`src/pmr_defs.vh`:
```
// Purpose: constants for the power monitor result register bank
// Assumes: register pointer is the device register address, 8 bits
// Notes: widths in bits; reset values all zero except where given
`ifndef PMR_DEFS_VH
`define PMR_DEFS_VH

`define PMR_ADDR_COEF 8'h03
`define PMR_ADDR_SHUNT 8'h04
`define PMR_ADDR_BUS 8'h05
`define PMR_ADDR_TEMP 8'h06
`define PMR_ADDR_CURRENT 8'h07
`define PMR_ADDR_POWER 8'h08
`define PMR_ADDR_ENERGY 8'h09
`define PMR_ADDR_CHARGE 8'h0A

`define PMR_COEF_MSB 13
`define PMR_COEF_RESET 14'h0000
`define PMR_RES24_LSB 4
`define PMR_RESULT_RESET 40'h0000000000
`define PMR_NUM_RESULTS 7
`define PMR_CAL_RESET 15'h1000

`endif

```
`src/pmr_result_bank.v`:
```
// Purpose: coefficient register and read-only result registers
// Assumes: register access is by address, write and read strobes
// Notes: read data registered, two cycles after the read strobe
`include "pmr_defs.vh"
`default_nettype none

module pmr_result_bank (
  // clock and reset
  input wire i_clk,
  input wire i_reset_n,
  // register access
  input wire [7:0] i_addr,
  input wire i_wr_en,
  input wire [15:0] i_wr_data,
  input wire i_rd_en,
  // measurement path
  input wire i_range_select,
  input wire [14:0] i_shunt_cal,
  input wire i_shunt_valid,
  input wire [19:0] i_shunt_code,
  input wire i_bus_valid,
  input wire [19:0] i_bus_code,
  input wire i_temp_valid,
  input wire [15:0] i_temp_code,
  input wire i_power_valid,
  input wire [23:0] i_power_code,
  input wire i_energy_valid,
  input wire [39:0] i_energy_code,
  input wire i_charge_valid,
  input wire [39:0] i_charge_code,
  // outputs
  output reg [39:0] o_rd_data,
  output reg o_rd_valid,
  output reg [13:0] o_temp_coefficient_field,
  output reg o_range_select,
  output reg [31:0] o_shunt_nv_x8
);

localparam [2:0] IDX_SHUNT = 3'd0;
localparam [2:0] IDX_BUS = 3'd1;
localparam [2:0] IDX_TEMP = 3'd2;
localparam [2:0] IDX_CURRENT = 3'd3;
localparam [2:0] IDX_POWER = 3'd4;
localparam [2:0] IDX_ENERGY = 3'd5;
localparam [2:0] IDX_CHARGE = 3'd6;

reg [13:0] temp_coefficient_reg;
reg rd_coef_reg;
reg [2:0] rd_idx_reg;
reg rd_pend_reg;
reg rd_hit_reg;
reg wr_en;
reg [2:0] wr_idx;
reg [39:0] wr_data;
wire [39:0] mem_rd_data;
wire cur_valid;
wire [19:0] cur_code;
wire [31:0] nv_x8;
wire [2:0] rd_idx;
wire rd_hit;

////////////////////////////////////////////////////////////////////////
function [2:0] addr_to_idx;
  input [7:0] a;
  begin
    addr_to_idx = a[2:0] - 3'd4;
    if (a == `PMR_ADDR_SHUNT) begin
      addr_to_idx = IDX_SHUNT;
    end else if (a == `PMR_ADDR_BUS) begin
      addr_to_idx = IDX_BUS;
    end else if (a == `PMR_ADDR_TEMP) begin
      addr_to_idx = IDX_TEMP;
    end else if (a == `PMR_ADDR_CURRENT) begin
      addr_to_idx = IDX_CURRENT;
    end else if (a == `PMR_ADDR_POWER) begin
      addr_to_idx = IDX_POWER;
    end else if (a == `PMR_ADDR_ENERGY) begin
      addr_to_idx = IDX_ENERGY;
    end else if (a == `PMR_ADDR_CHARGE) begin
      addr_to_idx = IDX_CHARGE;
    end else begin
      addr_to_idx = 3'd7;
    end
  end
endfunction

// coefficient address decode, used by write and read
function is_coef_addr;
  input [7:0] a;
  begin
    is_coef_addr = (a == `PMR_ADDR_COEF);
  end
endfunction

// mask of implemented bits per result word
function [39:0] field_mask;
  input [2:0] idx;
  begin
    if (idx == IDX_SHUNT) begin
      field_mask = 40'h0000FFFFF0;
    end else if (idx == IDX_BUS) begin
      field_mask = 40'h0000FFFFF0;
    end else if (idx == IDX_TEMP) begin
      field_mask = 40'h000000FFFF;
    end else if (idx == IDX_CURRENT) begin
      field_mask = 40'h0000FFFFF0;
    end else if (idx == IDX_POWER) begin
      field_mask = 40'h0000FFFFFF;
    end else if (idx == IDX_ENERGY) begin
      field_mask = 40'hFFFFFFFFFF;
    end else if (idx == IDX_CHARGE) begin
      field_mask = 40'hFFFFFFFFFF;
    end else begin
      field_mask = 40'h0000000000;
    end
  end
endfunction

assign rd_idx = addr_to_idx(i_addr);
assign rd_hit = (rd_idx != 3'd7);

////////////////////////////////////////////////////////////////////////
pmr_shunt_scale u_scale (
  .i_clk(i_clk),
  .i_reset_n(i_reset_n),
  .i_valid(i_shunt_valid),
  .i_range_select(i_range_select),
  .i_shunt_cal(i_shunt_cal),
  .i_shunt_code(i_shunt_code),
  .o_valid(cur_valid),
  .o_shunt_nv_x8(nv_x8),
  .o_current_code(cur_code)
);

////////////////////////////////////////////////////////////////////////
// write mux into result storage, one source per cycle by priority
always @* begin
  wr_en = 1'b1;
  wr_idx = IDX_SHUNT;
  wr_data = 40'h0000000000;
  if (cur_valid) begin
    wr_idx = IDX_CURRENT;
    wr_data = {16'h0000, cur_code, 4'h0};
  end else if (i_shunt_valid) begin
    wr_idx = IDX_SHUNT;
    wr_data = {16'h0000, i_shunt_code, 4'h0};
  end else if (i_bus_valid) begin
    wr_idx = IDX_BUS;
    wr_data = i_bus_code[19] ? 40'h0000000000 :
      {16'h0000, i_bus_code, 4'h0};
  end else if (i_temp_valid) begin
    wr_idx = IDX_TEMP;
    wr_data = {24'h000000, i_temp_code};
  end else if (i_power_valid) begin
    wr_idx = IDX_POWER;
    wr_data = {16'h0000, i_power_code};
  end else if (i_energy_valid) begin
    wr_idx = IDX_ENERGY;
    wr_data = i_energy_code;
  end else if (i_charge_valid) begin
    wr_idx = IDX_CHARGE;
    wr_data = i_charge_code;
  end else begin
    wr_en = 1'b0;
  end
end

pmr_result_mem #(
  .DEPTH(`PMR_NUM_RESULTS),
  .AW(3),
  .DW(40)
) u_mem (
  .i_clk(i_clk),
  .i_reset_n(i_reset_n),
  .i_wr_en(wr_en),
  .i_wr_idx(wr_idx),
  .i_wr_data(wr_data),
  .i_rd_idx(rd_idx),
  .o_rd_data(mem_rd_data)
);

////////////////////////////////////////////////////////////////////////
// coefficient register, bits 13..0 writable
always @(posedge i_clk or negedge i_reset_n) begin
  if (!i_reset_n) begin
    temp_coefficient_reg <= `PMR_COEF_RESET;
  end else if (i_wr_en && is_coef_addr(i_addr)) begin
    temp_coefficient_reg <= i_wr_data[`PMR_COEF_MSB:0];
  end
end

always @(posedge i_clk or negedge i_reset_n) begin
  if (!i_reset_n) begin
    rd_pend_reg <= 1'b0;
    rd_coef_reg <= 1'b0;
    rd_hit_reg <= 1'b0;
    rd_idx_reg <= 3'd7;
    o_temp_coefficient_field <= `PMR_COEF_RESET;
    o_range_select <= 1'b0;
    o_shunt_nv_x8 <= 32'h00000000;
  end else begin
    rd_pend_reg <= i_rd_en;
    rd_coef_reg <= i_rd_en && is_coef_addr(i_addr);
    rd_hit_reg <= i_rd_en && rd_hit;
    rd_idx_reg <= rd_idx;
    o_temp_coefficient_field <= temp_coefficient_reg;
    o_range_select <= i_range_select;
    if (cur_valid) begin
      o_shunt_nv_x8 <= nv_x8;
    end
  end
end

////////////////////////////////////////////////////////////////////////
// reserved and unmapped read zero
always @(posedge i_clk or negedge i_reset_n) begin
  if (!i_reset_n) begin
    o_rd_data <= 40'h0000000000;
    o_rd_valid <= 1'b0;
  end else begin
    o_rd_valid <= rd_pend_reg;
    if (rd_coef_reg) begin
      o_rd_data <= {26'h0000000, temp_coefficient_reg};
    end else if (rd_hit_reg) begin
      // reserved positions forced low whatever was stored
      o_rd_data <= mem_rd_data & field_mask(rd_idx_reg);
    end else begin
      o_rd_data <= 40'h0000000000;
    end
  end
end

endmodule

`default_nettype wire

```
`src/pmr_result_mem.v`:
```
// Purpose: storage for the seven result words, registered read data
// Assumes: one write port from the measurement path, one read port
// Notes: every word clears to zero on reset
`default_nettype none

module pmr_result_mem #(
  parameter DEPTH = 7,
  parameter AW = 3,
  parameter DW = 40
) (
  // clock and reset
  input wire i_clk,
  input wire i_reset_n,
  // write side
  input wire i_wr_en,
  input wire [AW-1:0] i_wr_idx,
  input wire [DW-1:0] i_wr_data,
  // read side
  input wire [AW-1:0] i_rd_idx,
  output reg [DW-1:0] o_rd_data
);

reg [DW-1:0] mem_reg [0:DEPTH-1];

////////////////////////////////////////////////////////////////////////
genvar g;
generate
  for (g = 0; g < DEPTH; g = g + 1) begin : gen_word
    always @(posedge i_clk or negedge i_reset_n) begin
      if (!i_reset_n) begin
        mem_reg[g] <= {DW{1'b0}};
      end else if (i_wr_en && i_wr_idx == g) begin
        mem_reg[g] <= i_wr_data;
      end
    end
  end
endgenerate

////////////////////////////////////////////////////////////////////////
always @(posedge i_clk or negedge i_reset_n) begin
  if (!i_reset_n) begin
    o_rd_data <= {DW{1'b0}};
  end else if (i_rd_idx < DEPTH) begin
    o_rd_data <= mem_reg[i_rd_idx];
  end else begin
    o_rd_data <= {DW{1'b0}};
  end
end

endmodule

`default_nettype wire

```
`src/pmr_shunt_scale.v`:
```
// Purpose: converts a shunt code to nanovolts and to a current code
// Assumes: range select and calibration come from outside, live values
// Notes: one cycle of latency, outputs registered
`default_nettype none

module pmr_shunt_scale (
  // clock and reset
  input wire i_clk,
  input wire i_reset_n,
  // inputs
  input wire i_valid,
  input wire i_range_select,
  input wire [14:0] i_shunt_cal,
  input wire [19:0] i_shunt_code,
  // outputs
  output reg o_valid,
  output reg [31:0] o_shunt_nv_x8,
  output reg [19:0] o_current_code
);

wire signed [19:0] code_s;
wire signed [35:0] cur_prod;
wire signed [31:0] nv_x8;

assign code_s = i_shunt_code;
// 312.5 nV is 2500/8, 78.125 nV is 625/8
assign nv_x8 = i_range_select ? code_s * $signed(32'sd625) :
  code_s * $signed(32'sd2500);
// current scales with the calibration constant
assign cur_prod = code_s * $signed({1'b0, i_shunt_cal});

////////////////////////////////////////////////////////////////////////
always @(posedge i_clk or negedge i_reset_n) begin
  if (!i_reset_n) begin
    o_valid <= 1'b0;
    o_shunt_nv_x8 <= 32'h00000000;
    o_current_code <= 20'h00000;
  end else begin
    o_valid <= i_valid;
    if (i_valid) begin
      o_shunt_nv_x8 <= nv_x8;
      o_current_code <= cur_prod[31:12];
    end
  end
end

endmodule

`default_nettype wire

```
`config.mk`:
```
export PLATFORM = sky130hd
export DESIGN_NAME = pmr_result_bank
export DESIGN_NICKNAME = d
export VERILOG_FILES = /design/src/pmr_result_bank.v /design/src/pmr_result_mem.v /design/src/pmr_shunt_scale.v
export VERILOG_INCLUDE_DIRS = /design/src
export SDC_FILE = /design/constraint.sdc
export NUM_CORES = 2
export LEC_CHECK = 0
export ABC_AREA = 1
export BUFFER_PORTS_ARGS = -buffer_cell sky130_fd_sc_hd__buf_4
export CORE_UTILIZATION = 41
export CTS_CLUSTER_SIZE = 28
export DETAILED_ROUTE_END_ITERATION = 10
export HOLD_SLACK_MARGIN = 0.05
export PLACE_DENSITY = 0.66
export SLEW_MARGIN = 15
export SYNTH_ARGS = -nofsm -noshare
export SYNTH_HDL_FRONTEND = slang
export SYNTH_SLANG_ARGS = --single-unit
```
`constraint.sdc`:
```
create_clock -name i_clk -period 4.92 [get_ports i_clk]
set_input_delay 0.246 -clock i_clk [delete_from_list [all_inputs] [get_ports i_clk]]
set_output_delay 0.246 -clock i_clk [all_outputs]
set_load 0.02 [all_outputs]
```
Yosys cells after proc, flatten, opt, wreduce, memory -nomap -nowiden
Cells that the tools add are included.
{"block": "op_classes", "multipliers": 3, "magnitude_cmp": 2, "eq_ne": 21, "n_mux": 45, "n_bitwise": 2, "n_reduce_logical": 12}
{"op": "$mux 40", "n": 21}
{"op": "$bmux 40 s3", "n": 1}
{"op": "$and 40x40->40", "n": 1}
{"op": "$mux 3", "n": 11}
{"op": "$eq 8x3->1 const B", "n": 4}
{"op": "$mul 20x16->32", "n": 1}
{"op": "$mux 32", "n": 1}
{"op": "$mul 20x11->31 const B", "n": 1}
{"op": "$mul 20x11->30 const B", "n": 1}
{"op": "$eq 8x4->1 const B", "n": 3}
{"op": "$mux 23", "n": 1}
{"op": "$eq 3x3->1 const B", "n": 6}
{"op": "$eq 3x2->1 const B", "n": 4}
{"op": "$logic_and 1x1->1", "n": 10}
{"op": "$eq 8x2->1 const B", "n": 1}
{"op": "$mux 1", "n": 8}
{"op": "$eq 3x1->1 const B", "n": 2}
{"op": "$logic_not 3->1", "n": 2}
{"op": "$ge 4x4->1 const B", "n": 1}
{"op": "$mux 2", "n": 2}
{"op": "$not 3->4", "n": 1}
{"op": "$lt 3x3->1 const B", "n": 1}
{"op": "$ne 3x3->1 const B", "n": 1}
{"block": "word_totals", "reg_bits": 481, "in_bits": 210, "out_inout_bits": 88, "elab_cells": 106}

Logic depth before layout (Yosys ltp)
{"block": "depth", "word_depth": 13, "mapped_depth": 28, "mapped_depth_nobuf": 27}

Modules after synthesis
A second synthesis with hierarchy kept.
{"block": "hier_totals", "hier_cells": 4877, "area_unflattened_um2": 37113.1}
{"module": "pmr_shunt_scale", "n_inst": 1, "cells_per_inst": 2265, "area_each_um2": 17152.7, "seq_area_each_um2": 1326.3}
{"module": "pmr_result_mem", "n_inst": 1, "cells_per_inst": 1848, "area_each_um2": 14231.1, "seq_area_each_um2": 8007.7}
{"module": "pmr_result_bank", "n_inst": 1, "cells_per_inst": 764, "area_each_um2": 5729.2, "seq_area_each_um2": 2706.3}

Least setup slack after synthesis
Ideal clock, no wire load.
{"block": "synth_path", "kind": "input-to-reg", "from": "input port i_shunt_code[19]", "to": "register u_scale.o_current_code[15]", "setup_ns": 0.118, "t_arrival_ns": 5.375, "required_ns": 4.802, "slack_ns": -0.573, "cell_stages": 20, "n_path_buf": 2, "cell_sequence": "clkbuf_1 > clkbuf_1 > nand2_1 > fa_1 > fa_1 > inv_1 > fa_1 > fa_1 > fa_1 > inv_1 > fa_1 > inv_1 > ha_1 > a21oi_1 > o21ai_0 > o21bai_1 > nor2_1 > nand3_1 > nand3_1 > nand2_1"}
{"block": "synth_between", "elab_chain_len": 1}
{"item": "start, declared", "line_no": "pmr_result_bank.v:20", "source": "input wire [19:0] i_shunt_code,"}
{"item": "$mul 20x16->32", "line_no": "pmr_shunt_scale.v:30", "source": "assign cur_prod = code_s * $signed({1'b0, i_shunt_cal});"}
{"item": "end signal, assigned", "line_no": "pmr_shunt_scale.v:42", "source": "o_current_code <= cur_prod[31:12];"}
{"item": "end, declared", "line_no": "pmr_shunt_scale.v:18", "source": "output reg [19:0] o_current_code"}
Every way passes these cells.
A chain may end at the register's enable or synchronous reset.

Worst setup path after layout
{"block": "layout_path", "from": "input port i_shunt_cal[2]", "to": "register u_scale.o_current_code[16]"}
{"block": "layout_between", "elab_chain_len": 1}
{"item": "start, declared", "line_no": "pmr_result_bank.v:18", "source": "input wire [14:0] i_shunt_cal,"}
{"item": "$mul 20x16->32", "line_no": "pmr_shunt_scale.v:30"}
Every way passes these cells.

==> out/results.ini <==
[status]
status = completed

[routing]
drc = 0
avgRoutedWirePerCell_um = 17.9
drt_first_iter_violations = 2297
ant_nets = 0
drtPass1Iterations = 6
wirelength_um = 108000
via_per_inst = 5.10
vias = 30574

[final_layout]
drive_gt1_share_pct = 13.9
layout.cells.non_filler = 5996
fin_area_um2 = 42500
post-route-util_pct = 48.9
num-nets-final = 5516
area_delta_synth_final_pct = 17.9
mostFrequentLayoutCells = nand2_1, inv_1, dfrtp_1
largest_reg_flops = 280
final_common_cell = nand2_1

[power]
leakage_nw = 22.7
cellPowerDensity_nw_per_um2 = 738
vdd_drop_max_mv = 1.13
power_mw = 31.4

[global_routing]
top_usage_layer = met2
grt_pass1_vias = 30614
grt-ovfl-total = 0
grt_use_total_pct = 24.3
met3_usage_pct = 5.15
grt_pass1_wl_um = 170000
met1_usage_pct = 31.6
antenna_found_initial = 4
grt_max_degree = 142
use_met2_pct = 40.3

[sta]
clock.fmax_mhz = 212
rsz0062_at_grt = true
worst_slack_ns = 0.198
slew_violations = 0
finalCritPeriodShare_pct = 96.0
report.final.hold_viol_count = 0
slew_headroom_pct = 22.8
whs_ns = 0.0743
period_minus_slack_ns = 4.72
fin_worst_skew_ns = 0.0345
setup_viol = 0
worst_slew_pin_slew_ns = 1.16
setup_tns_ns = 0

[floorplan]
die_h_um = 299
initial_core_util_pct = 41.5
core_area_um2 = 87000
pin_count = 298
num_rows = 108
die_x_um = 299
die-area_um2 = 89200

[clock_tree]
cts_buffers = 50
cts_root_buf = clkbuf_16
clockBufferDepth = 3
clkLatencyLatePin_ns = 0.63
cts_sinks = 481
tritoncts = built
h-tree-depth = 2
clk_pin_slew_worst_paths_ns = 0.06

[placement]
place_hpwl_um = 80200
io_buffers = 295
place_ws_ns = -0.500
place_congestion = 0.918
placed_area_um2 = 40600
dpl.cell_count = 5879

[synth]
netlist_area_um2 = 36100
synthArstFlopShare_pct = 100
synth_top_family_by_area = adder cells
synthMuxAreaShare_pct = 0.437
synth_xor_area_share_pct = 0.218
synth_cells = 4474
ys_seq_area_share_pct = 33.4
synthSimpleGateAreaFrac_pct = 19.3
synth.net_count = 5192
synth_compound_area_share_pct = 10.2
synth-edff-count = 0
avgSynthCellArea_um2 = 8.06
yosys.cell_types.count = 50
synth_fa_ha_area_share_pct = 24.4
ys.flop_type = dfrtp_1
ys_seq_elements = 481
yosysWarnings = 0

[worst_setup_path]
worst_ep_required_time_ns = 5.46
cp-end-kind = flip-flop
cp_data_arrival_time_ns = 5.26
worstSetupStartpointType = input port
cp_max_fo = 11
path_class = input port to flip-flop

[min_path]
hold_class = input port to flip-flop

[run]
maxCapViolations = 0

==> critical path: stages <==
cell     delay, ns
buf_4         0.20
nand2_2       0.10
fa_2          0.67
fa_2          0.52
fa_1          0.50
inv_1         0.06
fa_1          0.50
fa_1          0.49
inv_1         0.05
fa_1          0.47
inv_1         0.06
ha_4          0.23
inv_1         0.07
o21ai_0       0.13
a31oi_1       0.26
o21ai_0       0.15
buf_4         0.15
nor2_1        0.12
nand2_1       0.06
nand2_1       0.06
nand3_1       0.06
nand2_1       0.09
==> cells in the mapped netlist (14+ instances only) <==
cell         n  share of area, %
nor2_1     272               2.8
a22o_1      15              0.36
clkbuf_1   160               1.7
ha_1       183               6.3
o211ai_1    55               1.1
o22ai_1     34              0.59
a31oi_1     58               1.0
nor3b_1     27              0.56
buf_2       37              0.51
fa_1       325                18
mux2_2      14              0.44
o21ai_1     20              0.28
nand3_1    229               3.2
buf_1       18              0.19
dfrtp_1    478                33
o21ai_0    206               2.9
inv_1      899               9.4
a22oi_1     16              0.33
a21oi_1    163               2.3
nand4_1     28              0.49
nand2_1   1095                11
o31ai_1     25              0.52
==> report_power, final <==
part           total, mW  switching (mW)  internal, mW
clock network       3.89            1.70          2.19
registers           5.16           0.433          4.73
logic               22.3            12.6          9.73
total               31.4            14.7          16.7
==> area by class of cell <==
class	count	area, um2
multi-input combinational	2856	20000
tap	1155	1450
sequential	481	12000
antenna	2	5.00
inverter	913	3430
clock inverter	19	239
timing repair buffer	496	3870
fill	8471	44500
clock buffer	74	1460
==> path summary, 6_finish.rpt <==
path	start	to	slack [ns]	cells past startpoint
min in group asynchronous	i_reset_n	o_rd_data[8]	0.27	2
max in group asynchronous	i_reset_n	u_scale.o_current_code[17]	3.41	3
min	i_charge_code[28]	u_mem.mem_reg[68]	0.07	5
min reg2reg	rd_pend_reg	o_rd_valid	0.35	0
max reg2reg	u_scale.o_valid	u_mem.mem_reg[175]	2.02	8
max	i_shunt_cal[2]	u_scale.o_current_code[16]	0.20	22
==> kinds of logic (layout without fill, tap and decap cells) <==
logic type / count (synthesis) / in the layout
mux: 14 / 14
buf+inv: 1137 / 1502
other cells: 0 / 2
xor+xnor: 9 / 9
compound gates: 629 / 629
simple gates: 1696 / 1696
fa+ha+maj: 508 / 508
flops: 481 / 481
==> metal layers <==
metal / vias to the layer above / share of wire (%)
met5: - / 0.020
met4: 4 / 3.2
met3: 168 / 7.8
met2: 970 / 47
met1: 14982 / 42
li1: 14450 / -
==> timing repair <==
item / CTS / global route
endpoints found under the hold margin: 111 / 0
setup buffers: 0 / 1
gates resized for setup: 0 / 14
setup endpoints to repair: 0 / 8
hold buffers: 21 / 0
Power figures use the tool's default switching activity.
